$ cat config.mk
export PLATFORM = sky130hd
export DESIGN_NAME = pdm_power_ctrl
export DESIGN_NICKNAME = d
export VERILOG_FILES = /design/src/shared/pdm_pkg.sv /design/src/shared/pdm_reg_if.sv /design/src/hdl/pdm_power_ctrl.sv /design/src/hdl/pdm_sync.sv /design/src/hdl/pdm_wb_slave.sv
export SDC_FILE = /design/constraint.sdc
export NUM_CORES = 1
export LEC_CHECK = 0
export BUFFER_PORTS_ARGS = -buffer_cell sky130_fd_sc_hd__buf_2
export CAP_MARGIN = 20
export CORE_ASPECT_RATIO = 1.4
export CORE_MARGIN = 5
export CORE_UTILIZATION = 40
export DETAILED_ROUTE_END_ITERATION = 10
export GPL_TIMING_DRIVEN = 0
export HOLD_SLACK_MARGIN = 0.05
export PLACE_DENSITY_LB_ADDON = 0.12
export SLEW_MARGIN = 20
export SYNTH_ARGS = -nofsm -noshare
export SYNTH_HDL_FRONTEND = slang
export SYNTH_SLANG_ARGS = --single-unit
$ cat constraint.sdc
create_clock -name I_CORE_CLK -period 1.7 [get_ports I_CORE_CLK]
set_input_delay 0.255 -clock I_CORE_CLK [delete_from_list [all_inputs] [get_ports I_CORE_CLK]]
set_output_delay 0.255 -clock I_CORE_CLK [all_outputs]
set_load 0.02 [all_outputs]
$ cat src/shared/pdm_pkg.sv
// Purpose: Shared constants and types of the power-down mode controller.
// Assumes: Registers are 8 bits wide, one per aligned 32-bit bus word.
// Notes:   Unit masks tell which units reset and which hold in software standby and under module stop.
package pdm_pkg;

  localparam int unsigned PDM_BUS_DW = 32;
  localparam int unsigned PDM_ADR_W  = 8;

  localparam logic [7:0] PDM_ADDR_STANDBY_CONTROL = 8'h00;
  localparam logic [7:0] PDM_ADDR_STATUS          = 8'h04;

  localparam int unsigned PDM_STANDBY_SELECT_BIT = 7;
  localparam int unsigned PDM_PORT_FLOAT_BIT     = 6;
  localparam int unsigned PDM_HIGH_IRQ_GATE_BIT  = 1;
  localparam int unsigned PDM_LOW_IRQ_GATE_BIT   = 0;

  // Bit 5 reads 0, bits 4..2 read 1, the rest are writable
  localparam logic [7:0] PDM_SBC_RESET      = 8'h1f;
  localparam logic [7:0] PDM_SBC_FIXED_ONES = 8'h1c;
  localparam logic [7:0] PDM_SBC_WRITABLE   = 8'hc3;

  localparam int unsigned PDM_STAT_MODE_LSB  = 0;
  localparam int unsigned PDM_STAT_CAUSE_LSB = 2;
  localparam int unsigned PDM_STAT_FLOAT_BIT = 4;
  localparam int unsigned PDM_STAT_WDT_BIT   = 5;

  localparam int unsigned PDM_N_IRQ   = 8;
  localparam int unsigned PDM_N_UNITS = 13;

  // Unit order: break, dma, transfer, two-wire, serial, converter,
  // multi-function timer, compare timer, debug, trace, ram, port, watchdog
  localparam int unsigned PDM_U_PORT     = 11;
  localparam int unsigned PDM_U_WATCHDOG = 12;

  localparam logic [12:0] PDM_SWS_HOLD_MASK  = 13'h1d01;
  localparam logic [12:0] PDM_SWS_RESET_MASK = 13'h02fe;
  localparam logic [12:0] PDM_MST_HOLD_MASK  = 13'h0500;
  localparam logic [12:0] PDM_MST_RESET_MASK = 13'h02ff;

  typedef enum logic [1:0] {
    PDM_NORMAL     = 2'h0,
    PDM_SLEEP      = 2'h1,
    PDM_SW_STANDBY = 2'h2
  } pdm_mode_e;

  typedef enum logic [1:0] {
    PDM_WAKE_NONE  = 2'h0,
    PDM_WAKE_IRQ   = 2'h1,
    PDM_WAKE_NMI   = 2'h2,
    PDM_WAKE_RESET = 2'h3
  } pdm_cause_e;

endpackage

$ cat src/shared/pdm_reg_if.sv
// Purpose: Register access path between the bus slave and the core.
// Assumes: wr_en is a one-cycle strobe; rdata is combinational.
// Notes:   The bus slave registers rdata before it reaches the bus.
`timescale 1ns/100ps
interface pdm_reg_if;
  logic       wr_en;
  logic [7:0] addr;
  logic [7:0] wdata;
  logic [7:0] rdata;

  modport bus_side (output wr_en, output addr, output wdata,
                    input rdata);
  modport reg_side (input wr_en, input addr, input wdata,
                    output rdata);
endinterface

$ cat src/hdl/pdm_power_ctrl.sv
// Purpose: Power-down mode control: sleep, software standby and
//          module standby, with the standby control register.
// Assumes: Sleep request, watchdog enable and module stop selects come
//          from logic on the core clock; pins are synchronised here.
// Notes:   Outputs tell each unit whether to hold or to reset.
// Behaviour
// - Any reset returns to normal operation
// - Select bit picks sleep or software standby
// - Select bit refused while watchdog runs
// - Float bit floats ports during standby
// - Float bit refused while watchdog runs
// - Bit 1 gates high interrupt group wake from software standby
// - Bit 0 gates low interrupt group wake from software standby
// - Bit 5 reads 0, bits 4-2 read 1
// - Sleep halts CPU only, rest keeps running
// - Standby stops clock, holds or resets units
// - Module standby stops selected units only
// - Held units keep their state until released
// - Power-on and manual reset inputs exist
// - Sleep and module standby may coexist
`timescale 1ns/100ps
module pdm_power_ctrl
  import pdm_pkg::*;
(
  input  wire logic                   I_CORE_CLK,
  input  wire logic                   I_RESETN,
  input  wire logic                   I_WB_CYC,
  input  wire logic                   I_WB_STB,
  input  wire logic                   I_WB_WE,
  input  wire logic [PDM_ADR_W-1:0]   I_WB_ADR,
  input  wire logic [3:0]             I_WB_SEL,
  input  wire logic [PDM_BUS_DW-1:0]  I_WB_DAT,
  output logic      [PDM_BUS_DW-1:0]  O_WB_DAT,
  output logic                        O_WB_ACK,
  input  wire logic                   I_POWER_ON_RESET_IN_N,
  input  wire logic                   I_MANUAL_RESET_IN_N,
  input  wire logic                   I_NMI,
  input  wire logic [PDM_N_IRQ-1:0]   I_EXTERNAL_INTERRUPT_LINES,
  input  wire logic                   I_SLEEP_EXEC,
  input  wire logic                   I_WATCHDOG_RUN_ENABLE,
  input  wire logic [PDM_N_UNITS-1:0] I_MODULE_STOP,
  output logic                        O_CPU_HALT,
  output logic                        O_CLOCK_GEN_STOP,
  output logic                        O_PORT_FLOAT,
  output logic      [PDM_N_UNITS-1:0] O_UNIT_HOLD,
  output logic      [PDM_N_UNITS-1:0] O_UNIT_RESET
);

  typedef struct packed {
    pdm_mode_e              mode;
    pdm_cause_e             cause;
    logic [7:0]             standby_control;
    logic                   cpu_halt;
    logic                   clk_stop;
    logic                   port_float;
    logic [PDM_N_UNITS-1:0] hold;
    logic [PDM_N_UNITS-1:0] rst;
  } pdm_core_s;

  localparam pdm_core_s PDM_CORE_RESET = '{
    mode:            PDM_NORMAL,
    cause:           PDM_WAKE_NONE,
    standby_control: PDM_SBC_RESET,
    cpu_halt:        1'b0,
    clk_stop:        1'b0,
    port_float:      1'b0,
    hold:            '0,
    rst:             '0
  };

  localparam logic [10:0] PDM_PIN_IDLE = 11'h600;

  pdm_reg_if rif ();

  pdm_core_s            r;
  pdm_core_s            next_r;
  logic [10:0]          pins_sync;
  logic                 por_n;
  logic                 manual_reset_in_n;
  logic                 nmi;
  logic [PDM_N_IRQ-1:0] irq;
  logic [7:0]           wr_val;
  logic                 high_wake;
  logic                 low_wake;
  logic                 sleep_wake;
  logic                 stby_wake;
  logic [PDM_N_UNITS-1:0] mod_stop;

  pdm_wb_slave u_bus (
    .i_clk    (I_CORE_CLK),
    .i_rst_n  (I_RESETN),
    .i_wb_cyc (I_WB_CYC),
    .i_wb_stb (I_WB_STB),
    .i_wb_we  (I_WB_WE),
    .i_wb_adr (I_WB_ADR),
    .i_wb_sel (I_WB_SEL),
    .i_wb_dat (I_WB_DAT),
    .o_wb_dat (O_WB_DAT),
    .o_wb_ack (O_WB_ACK),
    .rif      (rif.bus_side)
  );

  // Reset pins idle high, interrupt lines idle low
  pdm_sync #(
    .W       (11),
    .RST_VAL (PDM_PIN_IDLE)
  ) u_pins (
    .i_clk   (I_CORE_CLK),
    .i_rst_n (I_RESETN),
    .i_async ({I_POWER_ON_RESET_IN_N, I_MANUAL_RESET_IN_N, I_NMI,
               I_EXTERNAL_INTERRUPT_LINES}),
    .o_sync  (pins_sync)
  );

  assign por_n  = pins_sync[10];
  assign manual_reset_in_n = pins_sync[9];
  assign nmi    = pins_sync[8];
  assign irq    = pins_sync[7:0];

  // A gate bit of 0 lets its group release software standby
  assign high_wake = ~r.standby_control[PDM_HIGH_IRQ_GATE_BIT]
                   & (|irq[7:4]);
  assign low_wake  = ~r.standby_control[PDM_LOW_IRQ_GATE_BIT]
                   & (|irq[3:0]);
  assign stby_wake  = nmi | high_wake | low_wake;
  assign sleep_wake = nmi | (|irq);

  // Port and watchdog have no module stop setting
  assign mod_stop = I_MODULE_STOP
                  & (PDM_MST_HOLD_MASK | PDM_MST_RESET_MASK);

  // Read mux; bits above the register read zero in the bus slave
  always_comb begin
    if (rif.addr == PDM_ADDR_STANDBY_CONTROL) begin
      rif.rdata = r.standby_control;
    end else if (rif.addr == PDM_ADDR_STATUS) begin
      rif.rdata = '0;
      rif.rdata[PDM_STAT_MODE_LSB +: 2]  = r.mode;
      rif.rdata[PDM_STAT_CAUSE_LSB +: 2] = r.cause;
      rif.rdata[PDM_STAT_FLOAT_BIT]      = r.port_float;
      rif.rdata[PDM_STAT_WDT_BIT]        = I_WATCHDOG_RUN_ENABLE;
    end else begin
      rif.rdata = '0;
    end
  end

  always_comb begin
    next_r = r;
    wr_val = (rif.wdata & PDM_SBC_WRITABLE) | PDM_SBC_FIXED_ONES;

    // A refused 1 leaves the bit as it was rather than clearing it
    if (I_WATCHDOG_RUN_ENABLE && wr_val[PDM_STANDBY_SELECT_BIT]) begin
      wr_val[PDM_STANDBY_SELECT_BIT] =
        r.standby_control[PDM_STANDBY_SELECT_BIT];
    end
    if (I_WATCHDOG_RUN_ENABLE && wr_val[PDM_PORT_FLOAT_BIT]) begin
      wr_val[PDM_PORT_FLOAT_BIT] =
        r.standby_control[PDM_PORT_FLOAT_BIT];
    end
    if (rif.wr_en && rif.addr == PDM_ADDR_STANDBY_CONTROL) begin
      next_r.standby_control = wr_val;
    end

    case (r.mode)
      PDM_NORMAL: begin
        if (I_SLEEP_EXEC) begin
          if (r.standby_control[PDM_STANDBY_SELECT_BIT]) begin
            next_r.mode = PDM_SW_STANDBY;
          end else begin
            next_r.mode = PDM_SLEEP;
          end
        end
      end
      PDM_SLEEP: begin
        if (sleep_wake) begin
          next_r.mode  = PDM_NORMAL;
          next_r.cause = nmi ? PDM_WAKE_NMI : PDM_WAKE_IRQ;
        end
      end
      PDM_SW_STANDBY: begin
        if (stby_wake) begin
          next_r.mode  = PDM_NORMAL;
          next_r.cause = nmi ? PDM_WAKE_NMI : PDM_WAKE_IRQ;
        end
      end
      default: begin
        next_r.mode = PDM_NORMAL;
      end
    endcase

    // Manual reset only leaves low power; settings survive it
    if (!manual_reset_in_n) begin
      next_r.mode  = PDM_NORMAL;
      next_r.cause = PDM_WAKE_RESET;
    end
    if (!por_n) begin
      next_r       = PDM_CORE_RESET;
      next_r.cause = PDM_WAKE_RESET;
    end

    // Sleep stops the CPU alone; clock, NMI and units keep going
    next_r.cpu_halt = (next_r.mode != PDM_NORMAL);
    next_r.clk_stop = (next_r.mode == PDM_SW_STANDBY);
    next_r.port_float = (next_r.mode == PDM_SW_STANDBY)
      & next_r.standby_control[PDM_PORT_FLOAT_BIT];

    // Module stop applies in every mode, so it combines with sleep
    next_r.hold = mod_stop & PDM_MST_HOLD_MASK;
    next_r.rst  = mod_stop & PDM_MST_RESET_MASK;
    if (next_r.mode == PDM_SW_STANDBY) begin
      next_r.hold = next_r.hold | PDM_SWS_HOLD_MASK;
      next_r.rst  = next_r.rst | PDM_SWS_RESET_MASK;
    end
    // Ports floated are not held at their old level
    if (next_r.port_float) begin
      next_r.hold[PDM_U_PORT] = 1'b0;
    end
    // A unit under reset is not also asked to keep its state
    next_r.hold = next_r.hold & ~next_r.rst;
  end

  always_ff @(posedge I_CORE_CLK or negedge I_RESETN) begin
    if (!I_RESETN) begin
      r <= PDM_CORE_RESET;
    end else begin
      r <= next_r;
    end
  end

  assign O_CPU_HALT       = r.cpu_halt;
  assign O_CLOCK_GEN_STOP = r.clk_stop;
  assign O_PORT_FLOAT     = r.port_float;
  assign O_UNIT_HOLD      = r.hold;
  assign O_UNIT_RESET     = r.rst;

endmodule

$ cat src/hdl/pdm_sync.sv
// Purpose: Two-stage synchroniser for pins from outside the core clock.
// Assumes: Each bit is an independent level.
// Notes:   Only the second stage may be read by other logic.
`timescale 1ns/100ps
module pdm_sync
  import pdm_pkg::*;
#(
  parameter int unsigned   W       = 1,
  parameter logic [W-1:0] RST_VAL = '0
) (
  input  wire logic         i_clk,
  input  wire logic         i_rst_n,
  input  wire logic [W-1:0] i_async,
  output logic      [W-1:0] o_sync
);

  typedef struct packed {
    logic [W-1:0] meta;
    logic [W-1:0] stable;
  } pdm_sync_s;

  pdm_sync_s r;
  pdm_sync_s next_r;

  always_comb begin
    next_r        = r;
    next_r.meta   = i_async;
    next_r.stable = r.meta;
  end

  always_ff @(posedge i_clk or negedge i_rst_n) begin
    if (!i_rst_n) begin
      r <= {RST_VAL, RST_VAL};
    end else begin
      r <= next_r;
    end
  end

  assign o_sync = r.stable;

endmodule

$ cat src/hdl/pdm_wb_slave.sv
// Purpose: Classic Wishbone slave for the power-down registers.
// Assumes: Single cycles; ack comes one cycle after the request.
// Notes:   Unmapped addresses read zero and ignore writes, but still ack.
`timescale 1ns/100ps
module pdm_wb_slave
  import pdm_pkg::*;
(
  input  wire logic                  i_clk,
  input  wire logic                  i_rst_n,
  input  wire logic                  i_wb_cyc,
  input  wire logic                  i_wb_stb,
  input  wire logic                  i_wb_we,
  input  wire logic [PDM_ADR_W-1:0]  i_wb_adr,
  input  wire logic [3:0]            i_wb_sel,
  input  wire logic [PDM_BUS_DW-1:0] i_wb_dat,
  output logic      [PDM_BUS_DW-1:0] o_wb_dat,
  output logic                       o_wb_ack,
  pdm_reg_if.bus_side                rif
);

  typedef struct packed {
    logic                  ack;
    logic [PDM_BUS_DW-1:0] dat;
  } pdm_wb_s;

  pdm_wb_s r;
  pdm_wb_s next_r;
  logic    take;

  // Blocking on the ack cycle keeps one request from being taken twice
  assign take      = i_wb_cyc & i_wb_stb & ~r.ack;
  assign rif.wr_en = take & i_wb_we & i_wb_sel[0];
  assign rif.addr  = i_wb_adr;
  assign rif.wdata = i_wb_dat[7:0];

  always_comb begin
    next_r     = r;
    next_r.ack = take;
    if (take && !i_wb_we) begin
      next_r.dat = {24'h000000, rif.rdata};
    end
  end

  always_ff @(posedge i_clk or negedge i_rst_n) begin
    if (!i_rst_n) begin
      r <= '0;
    end else begin
      r <= next_r;
    end
  end

  assign o_wb_ack = r.ack;
  assign o_wb_dat = r.dat;

endmodule

==> impl_metrics.py, run 1 <==
metrics = {
    "run_status": {
        "status": "complete, but fails checks",
        "violations": "setup timing",
    },
    "global_routing": {
        "grt-ovfl-total": 0,
        "grt_usage_pct": 11.90,
        "grt_max_degree": 57,
        "grt_pass1_wl_mm": 7.652,
        "grt_pass1_vias": 1776,
        "antenna_found_initial": 0,
    },
    "floorplan": {
        "rows": 34,
        "die_h_um": 103.0,
        "die_w_um": 76.46,
        "core_region_area_mm2": 0.006126,
        "io_pins": 137,
        "start_util_pct": 40.38,
        "dieArea_mm2": 0.007879,
    },
    "route": {
        "wirelength_mm": 4.671,
        "drt_iter0_markers": 59,
        "viasPerCell": 4.294,
        "vias": 1726,
        "ant_nets": 0,
        "drc": 0,
        "wl_met2_mm": 2.465,
        "dr.pass1.iters": 4,
        "wire_per_inst_um": 11.62,
        "wl_met3_um": 328,
        "met1_length_mm": 1.755,
        "highest_layer": "met4",
    },
    "clock_network": {
        "cts.root.buffer_cell": "clkbuf_8",
        "htreeDepth": 2,
        "clkSinkCount": 56,
        "cts-buffers-inserted": 5,
        "cts.clk_slew.worst_paths_ns": 0.11,
        "cts_tree": "yes",
        "clockBufferDepth": 2,
        "clkLatencyLatePin_ns": 0.31,
    },
    "timing": {
        "fmax_mhz": 552.9,
        "hold_ws_ns": 0.1311,
        "postLayoutSetupSlackWorst_ns": -0.1086,
        "hold_viol": 0,
        "drv_slew": 0,
        "fin_crit_ns": 1.809,
        "worst_slew_pin_slew_ns": 0.6819,
        "maxSlewHeadroom_pct": 54.54,
        "final.setup_skew_ns": 0.007749,
        "timing.final.crit_share_pct": 106.4,
        "finalSetupViolCount": 17,
        "rsz0062_at_grt": "yes",
    },
    "run": {
        "max-cap-violations": 0,
    },
    "logic_synthesis": {
        "yosysWarnings": 0,
        "synthSimpleGateAreaFrac_pct": 9.813,
        "syn_area_per_cell_um2": 12.13,
        "synth-compound-area-share_pct": 13.30,
        "synthMuxAreaShare_pct": 0.4552,
        "synth_top_family_by_area": "buffers and inverters",
        "synth-adder-area-share_pct": 2.023,
        "synth.distinct_cells": 42,
        "ys_seq_area_share_pct": 57.01,
        "synth-xor-area-share_pct": 0,
        "ys_seq_elements": 56,
        "synth_area_mm2": 0.002474,
        "netlist_instances": 204,
    },
    "power": {
        "p_total_uw": 2641,
        "pwr-share-comb_pct": 16.7,
        "power_leakage_uw": 0.001703,
        "switchingPower_uw": 731.8,
        "peakVddDrop_v": 0.0005750,
        "internal_power_uw": 1909,
        "power.share.switching_pct": 27.71,
        "clkPwrFrac_pct": 29.3,
        "powerDensity_mw_per_mm2": 791.5,
        "pwr-share-seq_pct": 54.0,
    },
    "min_path": {
        "hp-class": "in -> reg",
    },
    "layout": {
        "final_common_cell": "buf_2",
        "antennaDiodeCount": 0,
        "final_cell_mix": "buf_2 (66), buf_4 (52), dfrtp_1 (47), conb_1 (36), dlygate4sd3_1 (13)",
        "nets": 408,
        "area.growth.synth_to_final_pct": 34.90,
        "layout-drive-gt1-share_pct": 49.39,
    },
    "setup_path": {
        "required_ns": 1.93,
        "cp_cell_sequence": "or4_4 > a22oi_2 > a41oi_4 > buf_6 > nor4b_2",
        "crit_fanout": 6,
        "crit_arrival_ns": 2.04,
        "cp-start-kind": "register",
        "cp-end-kind": "register",
        "slowest_stage": "or4_4",
        "max_stage_delay_ns": 0.53,
        "critPathKind": "reg -> reg",
    },
    "place": {
        "dp_hpwl_mm": 3.525,
        "gp_congestion": 0.7630,
        "io_buffers": 67,
    },
}
-- state kept, by name (all words and copies together), names as in the netlist --
register / cells
O_CPU_HALT: 1
O_PORT_FLOAT: 1
O_UNIT_HOLD: 5
O_UNIT_RESET: 9
r: 9
u_bus.o_wb_ack: 1
u_bus.o_wb_dat: 8
u_pins.next_r: 11
u_pins.o_sync: 11
-- synth_stat cells --
| master | count | area (um^2) |
|---|---|---|
| buf_2 | 1 | 5.000 |
| a21oi_1 | 6 | 30.03 |
| and3_1 | 1 | 6.260 |
| a22oi_2 | 1 | 12.51 |
| o221a_2 | 1 | 11.26 |
| nand2_1 | 7 | 26.28 |
| and3_2 | 1 | 7.510 |
| clkbuf_1 | 2 | 7.510 |
| buf_6 | 1 | 11.26 |
| o21ai_0 | 5 | 25.02 |
| nor3b_1 | 1 | 7.510 |
| a21bo_2 | 2 | 20.02 |
| a41oi_4 | 1 | 27.53 |
| mux2_2 | 1 | 11.26 |
| nand3_1 | 8 | 40.04 |
| a211o_1 | 1 | 8.760 |
| or4_4 | 1 | 11.26 |
| o31ai_4 | 1 | 21.27 |
| o31ai_1 | 1 | 7.510 |
| dfstp_2 | 7 | 183.9 |
| nand3b_1 | 2 | 15.01 |
| inv_1 | 6 | 22.52 |
| a221o_1 | 1 | 10.01 |
| a22oi_1 | 5 | 37.54 |
| nor2_1 | 10 | 37.54 |
| dfrtp_1 | 49 | 1226 |
| nor3_2 | 1 | 10.01 |
| or4_1 | 2 | 15.01 |
| and3b_2 | 1 | 10.01 |
| and2_1 | 2 | 12.51 |
| clkbuf_2 | 1 | 5.000 |
| buf_4 | 50 | 375.4 |
| o31a_1 | 1 | 8.760 |
| a211oi_2 | 1 | 12.51 |
| a32o_4 | 1 | 21.27 |
| nor3_1 | 3 | 15.01 |
| or3_1 | 1 | 6.260 |
| or3_2 | 1 | 7.510 |
| nor4b_2 | 1 | 15.01 |
| ha_1 | 4 | 50.05 |
| o21bai_1 | 10 | 75.07 |
| conb_1 | 1 | 3.750 |
-- what timing repair did --
item / CTS / global route
resized for setup: 7 / 8
pin swaps: 5 / 5
endpoints found under the setup margin: 18 / 27
hold endpoints to repair: 61 / 0
buffers inserted: 3 / 0
hold buffers: 13 / 0
-- worst paths after layout --
path	from	endpoint	slack [ns]	cells past startpoint
worst max-delay path	u_pins.o_sync[1]	O_PORT_FLOAT	-0.11	5
worst min-delay path	I_MODULE_STOP[10]	O_UNIT_HOLD[10]	0.13	2
worst max register to register	u_pins.o_sync[1]	O_PORT_FLOAT	-0.11	5
worst min register to register	u_pins.next_r[7]	u_pins.o_sync[7]	0.36	0
max in group asynchronous	I_RESETN	r[40]	0.69	2
min in group asynchronous	I_RESETN	u_bus.o_wb_dat[3]	0.51	2
-- per-stage QoR --
step / setup TNS (ns) / worst slack (ns) / cell area [um^2] / util [%] / std cells
4_1_cts: -2.148 / -0.1600 / 3312 / 54.06 / 402
5_1_grt: -2.578 / -0.1780 / 3337 / 54.47 / 402
3_5_place_dp: -5.924 / -0.3093 / 3040 / 49.63 / 378
6_report: -1.377 / -0.1086 / 3337 / 54.47 / 402
3_3_place_gp: -5.369 / -0.2992 / 3038 / 49.59 / 378
2_1_floorplan: -0.7624 / -0.1191 / 2613 / - / 239
-- area by class of cell --
cell class	count	area, um^2
clock buffers	5	68.82
flip-flops and latches	56	1413
well taps	72	90.09
repair buffers	83	498.0
plain buffers	55	421.7
clock inverters	3	28.78
fillers	559	2789
multi-input cells	122	794.5
inverters	6	22.52
-- worst max-delay path: cells and delay by family (launching register included) --
kind | cells | cell delay, ns
AO/OA/AOI/OAI | 2 | 0.47
buffers and inverters | 1 | 0.17
flip-flops | 1 | 0.37
AND/OR/NAND/NOR | 2 | 0.72
-- power by group through the flow --
stage | clock, uW | sequential, uW | combinational, uW
final | 775 | 1430 | 440
after global routing | 851 | 1430 | 485
after CTS | 816 | 1430 | 438
after detailed placement | 0 | 1450 | 410
after global placement | 0 | 1450 | 405
after floorplan | 0 | 1480 | 245
-- cell families (layout without fill, tap and decap cells) --
family | count (synthesis) | in the layout
AO/OA/AOI/OAI | 38 | 38
adder cells (fa/ha/maj) | 4 | 4
buffers and inverters | 61 | 152
flip-flops | 56 | 56
multiplexers | 1 | 1
other | 1 | 36
AND/OR/NAND/NOR | 43 | 43
-- metal layers --
layer | global-route usage, % | vias up
met1 | 12.85 | 792
met5 | 0 | -
li1 | - | 858
met3 | 3.322 | 8
met4 | 6.057 | 0
met2 | 21.37 | 68
(Power assumes the default switching activity.)
==> run 2: changes to the inputs <==
CORE_UTILIZATION = 41   (was 40)
SYNTH_HIERARCHICAL = 1   (was unset)
==> run 2 against run 1 <==
The flow still finishes with violations (setup timing). Worst setup slack worse by 0.13 ns. Fmax fell by 6.6%. Die area grew 0.81%. Register-to-register slack got worse by 0.13 ns. Sequential share of layout area is 2.0 points lower. Synthesized cell count did not move. Via count fell by 0.87%. Global-route usage up 0.60 points. Non-clock buffer count up 11. Total power down 4.4%. Clock-buffer cell count unchanged. Critical path depth did not move. Critical path type unchanged. Critical endpoint is now O_UNIT_RESET[2]. Largest cell class unchanged. Highest routed layer unchanged.
==> impl_metrics.py, run 2 <==
metrics = {
    "route": {
        "viasPerCell": 4.267,
        "dr.pass1.iters": 4,
        "drc": 0,
        "wire_per_inst_um": 12.33,
        "ant_nets": 0,
        "wirelength_mm": 4.945,
        "drt_iter0_markers": 63,
        "vias": 1711,
    },
    "timing": {
        "timing.final.crit_share_pct": 113.9,
        "maxSlewHeadroom_pct": 54.79,
        "drv_slew": 0,
        "fmax_mhz": 516.5,
        "worst_slew_pin_slew_ns": 0.6782,
        "finalSetupTns_ns": -3.499,
        "rsz0062_at_grt": "yes",
        "fin_crit_ns": 1.936,
        "finalSetupViolCount": 17,
        "postLayoutSetupSlackWorst_ns": -0.2362,
        "hold_viol": 0,
        "final.setup_skew_ns": 0.006828,
    },
    "clock_network": {
        "clkSinkCount": 56,
        "cts.root.buffer_cell": "clkbuf_8",
        "htreeDepth": 2,
        "clkLatencyLatePin_ns": 0.31,
        "cts-buffers-inserted": 5,
        "clockBufferDepth": 2,
        "cts_tree": "yes",
        "cts.clk_slew.worst_paths_ns": 0.10,
    },
    "layout": {
        "nFillCells": 524,
        "area.growth.synth_to_final_pct": 36.97,
        "post-route-util_pct": 56.82,
        "antennaDiodeCount": 0,
        "register_area_mm2": 0.001413,
        "multi_input_area_um2": 854.6,
        "layout-drive-gt1-share_pct": 55.32,
        "final_common_cell": "buf_4",
        "nets": 407,
        "final_cell_mix": "buf_4 (76), buf_2 (54), dfrtp_1 (47), conb_1 (36), dlygate4sd3_1 (12)",
    },
    "global_routing": {
        "antenna_found_initial": 0,
        "grt_max_degree": 57,
        "grt_pass1_vias": 1728,
        "grt-ovfl-total": 0,
        "grt_usage_pct": 12.51,
        "grt_pass1_wl_mm": 7.879,
    },
    "run_status": {
        "status": "complete, but fails checks",
        "violations": "setup timing",
    },
    "floorplan": {
        "core_region_area_mm2": 0.006168,
        "start_util_pct": 41.48,
        "rows": 34,
        "dieArea_mm2": 0.007943,
        "die_w_um": 76.77,
        "io_pins": 137,
        "die_h_um": 103.5,
    },
    "setup_path": {
        "required_ns": 1.91,
        "cp-start-kind": "register",
        "max_stage_delay_ns": 0.53,
        "cp-end-kind": "register",
        "path_delay_family": "compound AO/OA/AOI/OAI gates",
        "critPathBufInv": 1,
        "cp_cell_sequence": "or4_4 > a22o_4 > o41ai_4 > buf_4 > o21bai_1",
        "crit_arrival_ns": 2.14,
        "critPathKind": "reg -> reg",
        "slowest_stage": "or4_4",
        "crit_fanout": 5,
    },
    "min_path": {
        "hp-class": "in -> reg",
    },
    "run": {
        "max-cap-violations": 0,
    },
    "place": {
        "dp_hpwl_mm": 3.366,
        "io_buffers": 55,
        "gp_congestion": 0.8318,
        "place_ws_ns": -0.7146,
    },
    "logic_synthesis": {
        "syn_area_per_cell_um2": 12.54,
        "synth_area_mm2": 0.002559,
        "yosysWarnings": 6,
        "netlist_instances": 204,
    },
    "power": {
        "powerDensity_mw_per_mm2": 720.6,
        "peakVddDrop_v": 0.0005286,
        "power_leakage_uw": 0.001820,
    },
}
## run 2: worst paths after layout
check / cells past startpoint / slack [ns] / startpoint / to
worst max-delay path: 5 / -0.24 / u_pins/o_sync[2] / O_UNIT_RESET[2]
worst min-delay path: 1 / 0.09 / I_MODULE_STOP[0] / O_UNIT_RESET[0]
worst max register to register: 5 / -0.24 / u_pins/o_sync[2] / O_UNIT_RESET[2]
worst min register to register: 0 / 0.35 / u_pins/next_r[7] / u_pins/o_sync[7]
max in group asynchronous: 2 / 0.69 / I_RESETN / r[40]
min in group asynchronous: 2 / 0.50 / I_RESETN / u_bus/o_wb_dat[5]
## run 2: cell type report
| type | count | share of cell area [%] |
|---|---|---|
| Sequential cell | 56 | 40.31 |
| Clock inverter | 3 | 0.6783 |
| Timing Repair Buffer | 83 | 15.21 |
| Buffer | 66 | 14.46 |
| Tap cell | 72 | 2.571 |
| Multi-Input combinational cell | 112 | 24.38 |
| Clock buffer | 5 | 1.964 |
| Inverter | 4 | 0.4284 |
## run 2: through the flow
step                      instance area (um^2)  cells  hold WS [ns]  power [uW]
after floorplan                           2688    238      -0.04059        1668
after global placement                    3053    365        0.3336        1756
after detailed placement                  3055    365        0.3347        1760
after CTS                                 3448    398       0.05655        2537
after global routing                      3505    401       0.07470        2635
final                                     3505    401       0.08961        2525
## run 2: routing by layer
| metal | global-route usage (%) | part of all wire, % |
|---|---|---|
| met4 | 6.864 | 2.3 |
| met1 | 13.48 | 38 |
| met2 | 22.37 | 53 |
| met5 | 0 | 0 |
| met3 | 3.293 | 6.8 |
## run 2: power by group
group / leakage [uW] / total [uW] / switching [uW] / internal, uW
Clock: 0.0000404 / 736 / 444 / 293
Combinational: 0.00110 / 391 / 198 / 193
Sequential: 0.000676 / 1400 / 17.9 / 1380
## run 2: what timing repair did
| action | CTS | global route |
|---|---|---|
| pin swaps | 19 | 8 |
| endpoints found under the setup margin | 18 | 21 |
| cloned | 2 | 0 |
| buffers inserted | 11 | 3 |
| gates resized for setup | 21 | 12 |
| endpoints found under the hold margin | 60 | 0 |
| hold buffers | 12 | 0 |
## run 2: worst register-to-register path, delay by kind of cell, from the launching register on
kind	cells	cell delay, ns
compound gates	3	0.70
simple gates	1	0.53
buf+inv	1	0.23
flops	1	0.37
==> run 3: changes to the inputs <==
ABC_CLOCK_PERIOD_IN_PS = 1700   (was unset)
MAX_ROUTING_LAYER = met4   (was unset)
==> run 3 against run 2 <==
The flow still finishes with violations (setup timing). Sequential power about the same. Non-clock buffer count unchanged. Total power down 0.17%. Via count up 0.12%. Critical path depth unchanged. Register-to-register slack about the same. First-iteration DRC count up 3.2%. Wire length down 0.36%. Final cell count unchanged. Worst setup slack better by 0.0016 ns. Clock power down 0.5%. Critical endpoint unchanged. Largest cell class unchanged.
==> impl_metrics.py, run 3 (same netlist as run 2, synthesis figures left out) <==
metrics = {
    "run_status": {
        "status": "complete, but fails checks",
        "violations": "setup timing",
    },
    "global_routing": {
        "grt_usage_pct": 12.87,
        "grt_pass1_vias": 1724,
        "antenna_found_initial": 0,
        "grt_pass1_wl_mm": 7.872,
        "grt_max_degree": 57,
        "grt-ovfl-total": 0,
    },
    "floorplan": {
        "rows": 34,
        "die_h_um": 103.5,
        "core_region_area_mm2": 0.006168,
        "io_pins": 137,
        "start_util_pct": 41.48,
        "die_w_um": 76.77,
        "dieArea_mm2": 0.007943,
    },
    "route": {
        "vias": 1713,
        "wirelength_mm": 4.927,
        "drc": 0,
        "drt_iter0_markers": 65,
        "wire_per_inst_um": 12.29,
        "dr.pass1.iters": 4,
        "viasPerCell": 4.272,
        "ant_nets": 0,
    },
    "setup_path": {
        "slowest_stage": "or4_4",
        "startpoint": "u_pins/o_sync[2]",
        "crit_fanout": 5,
        "path_delay_family": "compound AO/OA/AOI/OAI gates",
        "r2r_end": "O_UNIT_RESET[2]",
        "reg2regPathDepth": 5,
        "crit_arrival_ns": 2.14,
        "reg2reg_slack_ns": -0.23,
        "path_depth": 5,
        "required_ns": 1.91,
        "max_stage_delay_ns": 0.53,
        "critPathBufInv": 1,
        "rr_startpoint": "u_pins/o_sync[2]",
        "cp-start-kind": "register",
        "cp_cell_sequence": "or4_4 > a22o_4 > o41ai_4 > buf_4 > o21bai_1",
        "cp-end-kind": "register",
        "critPathKind": "reg -> reg",
    },
    "min_path": {
        "hp-class": "in -> reg",
        "hold_depth": 1,
        "hold_path_startpoint": "I_MODULE_STOP[0]",
        "min_to": "O_UNIT_RESET[0]",
    },
    "clock_network": {
        "htreeDepth": 2,
        "cts_tree": "yes",
        "clkSinkCount": 56,
        "cts.root.buffer_cell": "clkbuf_8",
        "cts-buffers-inserted": 5,
        "clockBufferDepth": 2,
        "clkLatencyLatePin_ns": 0.31,
        "cts.clk_slew.worst_paths_ns": 0.10,
    },
    "timing": {
        "finalSetupTns_ns": -3.481,
        "hold_ws_ns": 0.08983,
        "postLayoutSetupSlackWorst_ns": -0.2346,
        "fmax_mhz": 516.9,
        "timing.final.crit_share_pct": 113.8,
        "maxSlewHeadroom_pct": 54.96,
        "drv_slew": 0,
        "rsz0062_at_grt": "yes",
        "worst_slew_pin_slew_ns": 0.6757,
        "hold_viol": 0,
        "fin_crit_ns": 1.935,
        "final.setup_skew_ns": 0.007271,
        "finalSetupViolCount": 17,
    },
    "run": {
        "max-cap-violations": 0,
    },
    "layout": {
        "nFillCells": 524,
        "final_common_cell": "buf_4",
        "fin_area_mm2": 0.003505,
        "final_cell_mix": "buf_4 (76), buf_2 (54), dfrtp_1 (47), conb_1 (36), dlygate4sd3_1 (12)",
        "antennaDiodeCount": 0,
        "layout-drive-gt1-share_pct": 55.32,
        "nets": 407,
        "area.growth.synth_to_final_pct": 36.97,
    },
    "place": {
        "gp_congestion": 0.8446,
        "dp_hpwl_mm": 3.366,
        "io_buffers": 55,
        "place_ws_ns": -0.7146,
        "place_area_mm2": 0.003055,
    },
    "power": {
        "powerDensity_mw_per_mm2": 719.4,
        "power_leakage_uw": 0.001820,
        "peakVddDrop_v": 0.0005256,
        "p_total_uw": 2521,
    },
}
-- run 3: cell counts in the layout (fill, tap and decap cells not counted) --
Identical to the previous run, type by type.
-- run 3: how the worst max path moves through the flow --
stage                           end
finish              O_UNIT_RESET[2]
global route        O_UNIT_RESET[3]
CTS                 O_UNIT_RESET[2]
detailed placement  O_UNIT_RESET[3]
global placement    O_UNIT_RESET[2]
floorplan           O_UNIT_RESET[7]
-- run 3: layer usage --
layer	GRT usage, %	vias to the layer above	part of all wire [%]
met5	-	-	0
met4	6.864	0	2.3
met3	2.773	9	5.9
met2	22.50	64	53
met1	13.65	801	39
li1	-	839	-
-- run 3: power breakdown --
part           internal, uW  switching, uW
clock                   292            440
sequential             1380           17.8
combinational           193            197
total                  1870            655
-- run 3: metrics by stage --
stage / util (%) / cells
finish: 56.82 / 401
CTS: 55.90 / 398
floorplan: - / 238
detailed placement: 49.53 / 365
global route: 56.82 / 401
global placement: 49.49 / 365
-- run 3: what timing repair did --
action | 4_1_cts | 5_1_grt
pin swaps | 19 | 8
endpoints found under the setup margin | 18 | 21
hold endpoints to repair | 60 | 0
gates resized for setup | 21 | 12
setup buffers | 11 | 3
cloned | 2 | 0
hold buffers | 12 | 0
-- run 3: cell type report --
cell class	instances	area, um^2	share of cell area (%)
flip-flops and latches	56	1413	40.31
multi-input cells	112	854.6	24.38
repair buffers	83	533.0	15.21
plain buffers	66	506.7	14.46
well taps	72	90.09	2.571
clock buffers	5	68.82	1.964
clock inverters	3	23.77	0.6783
inverters	4	15.01	0.4284
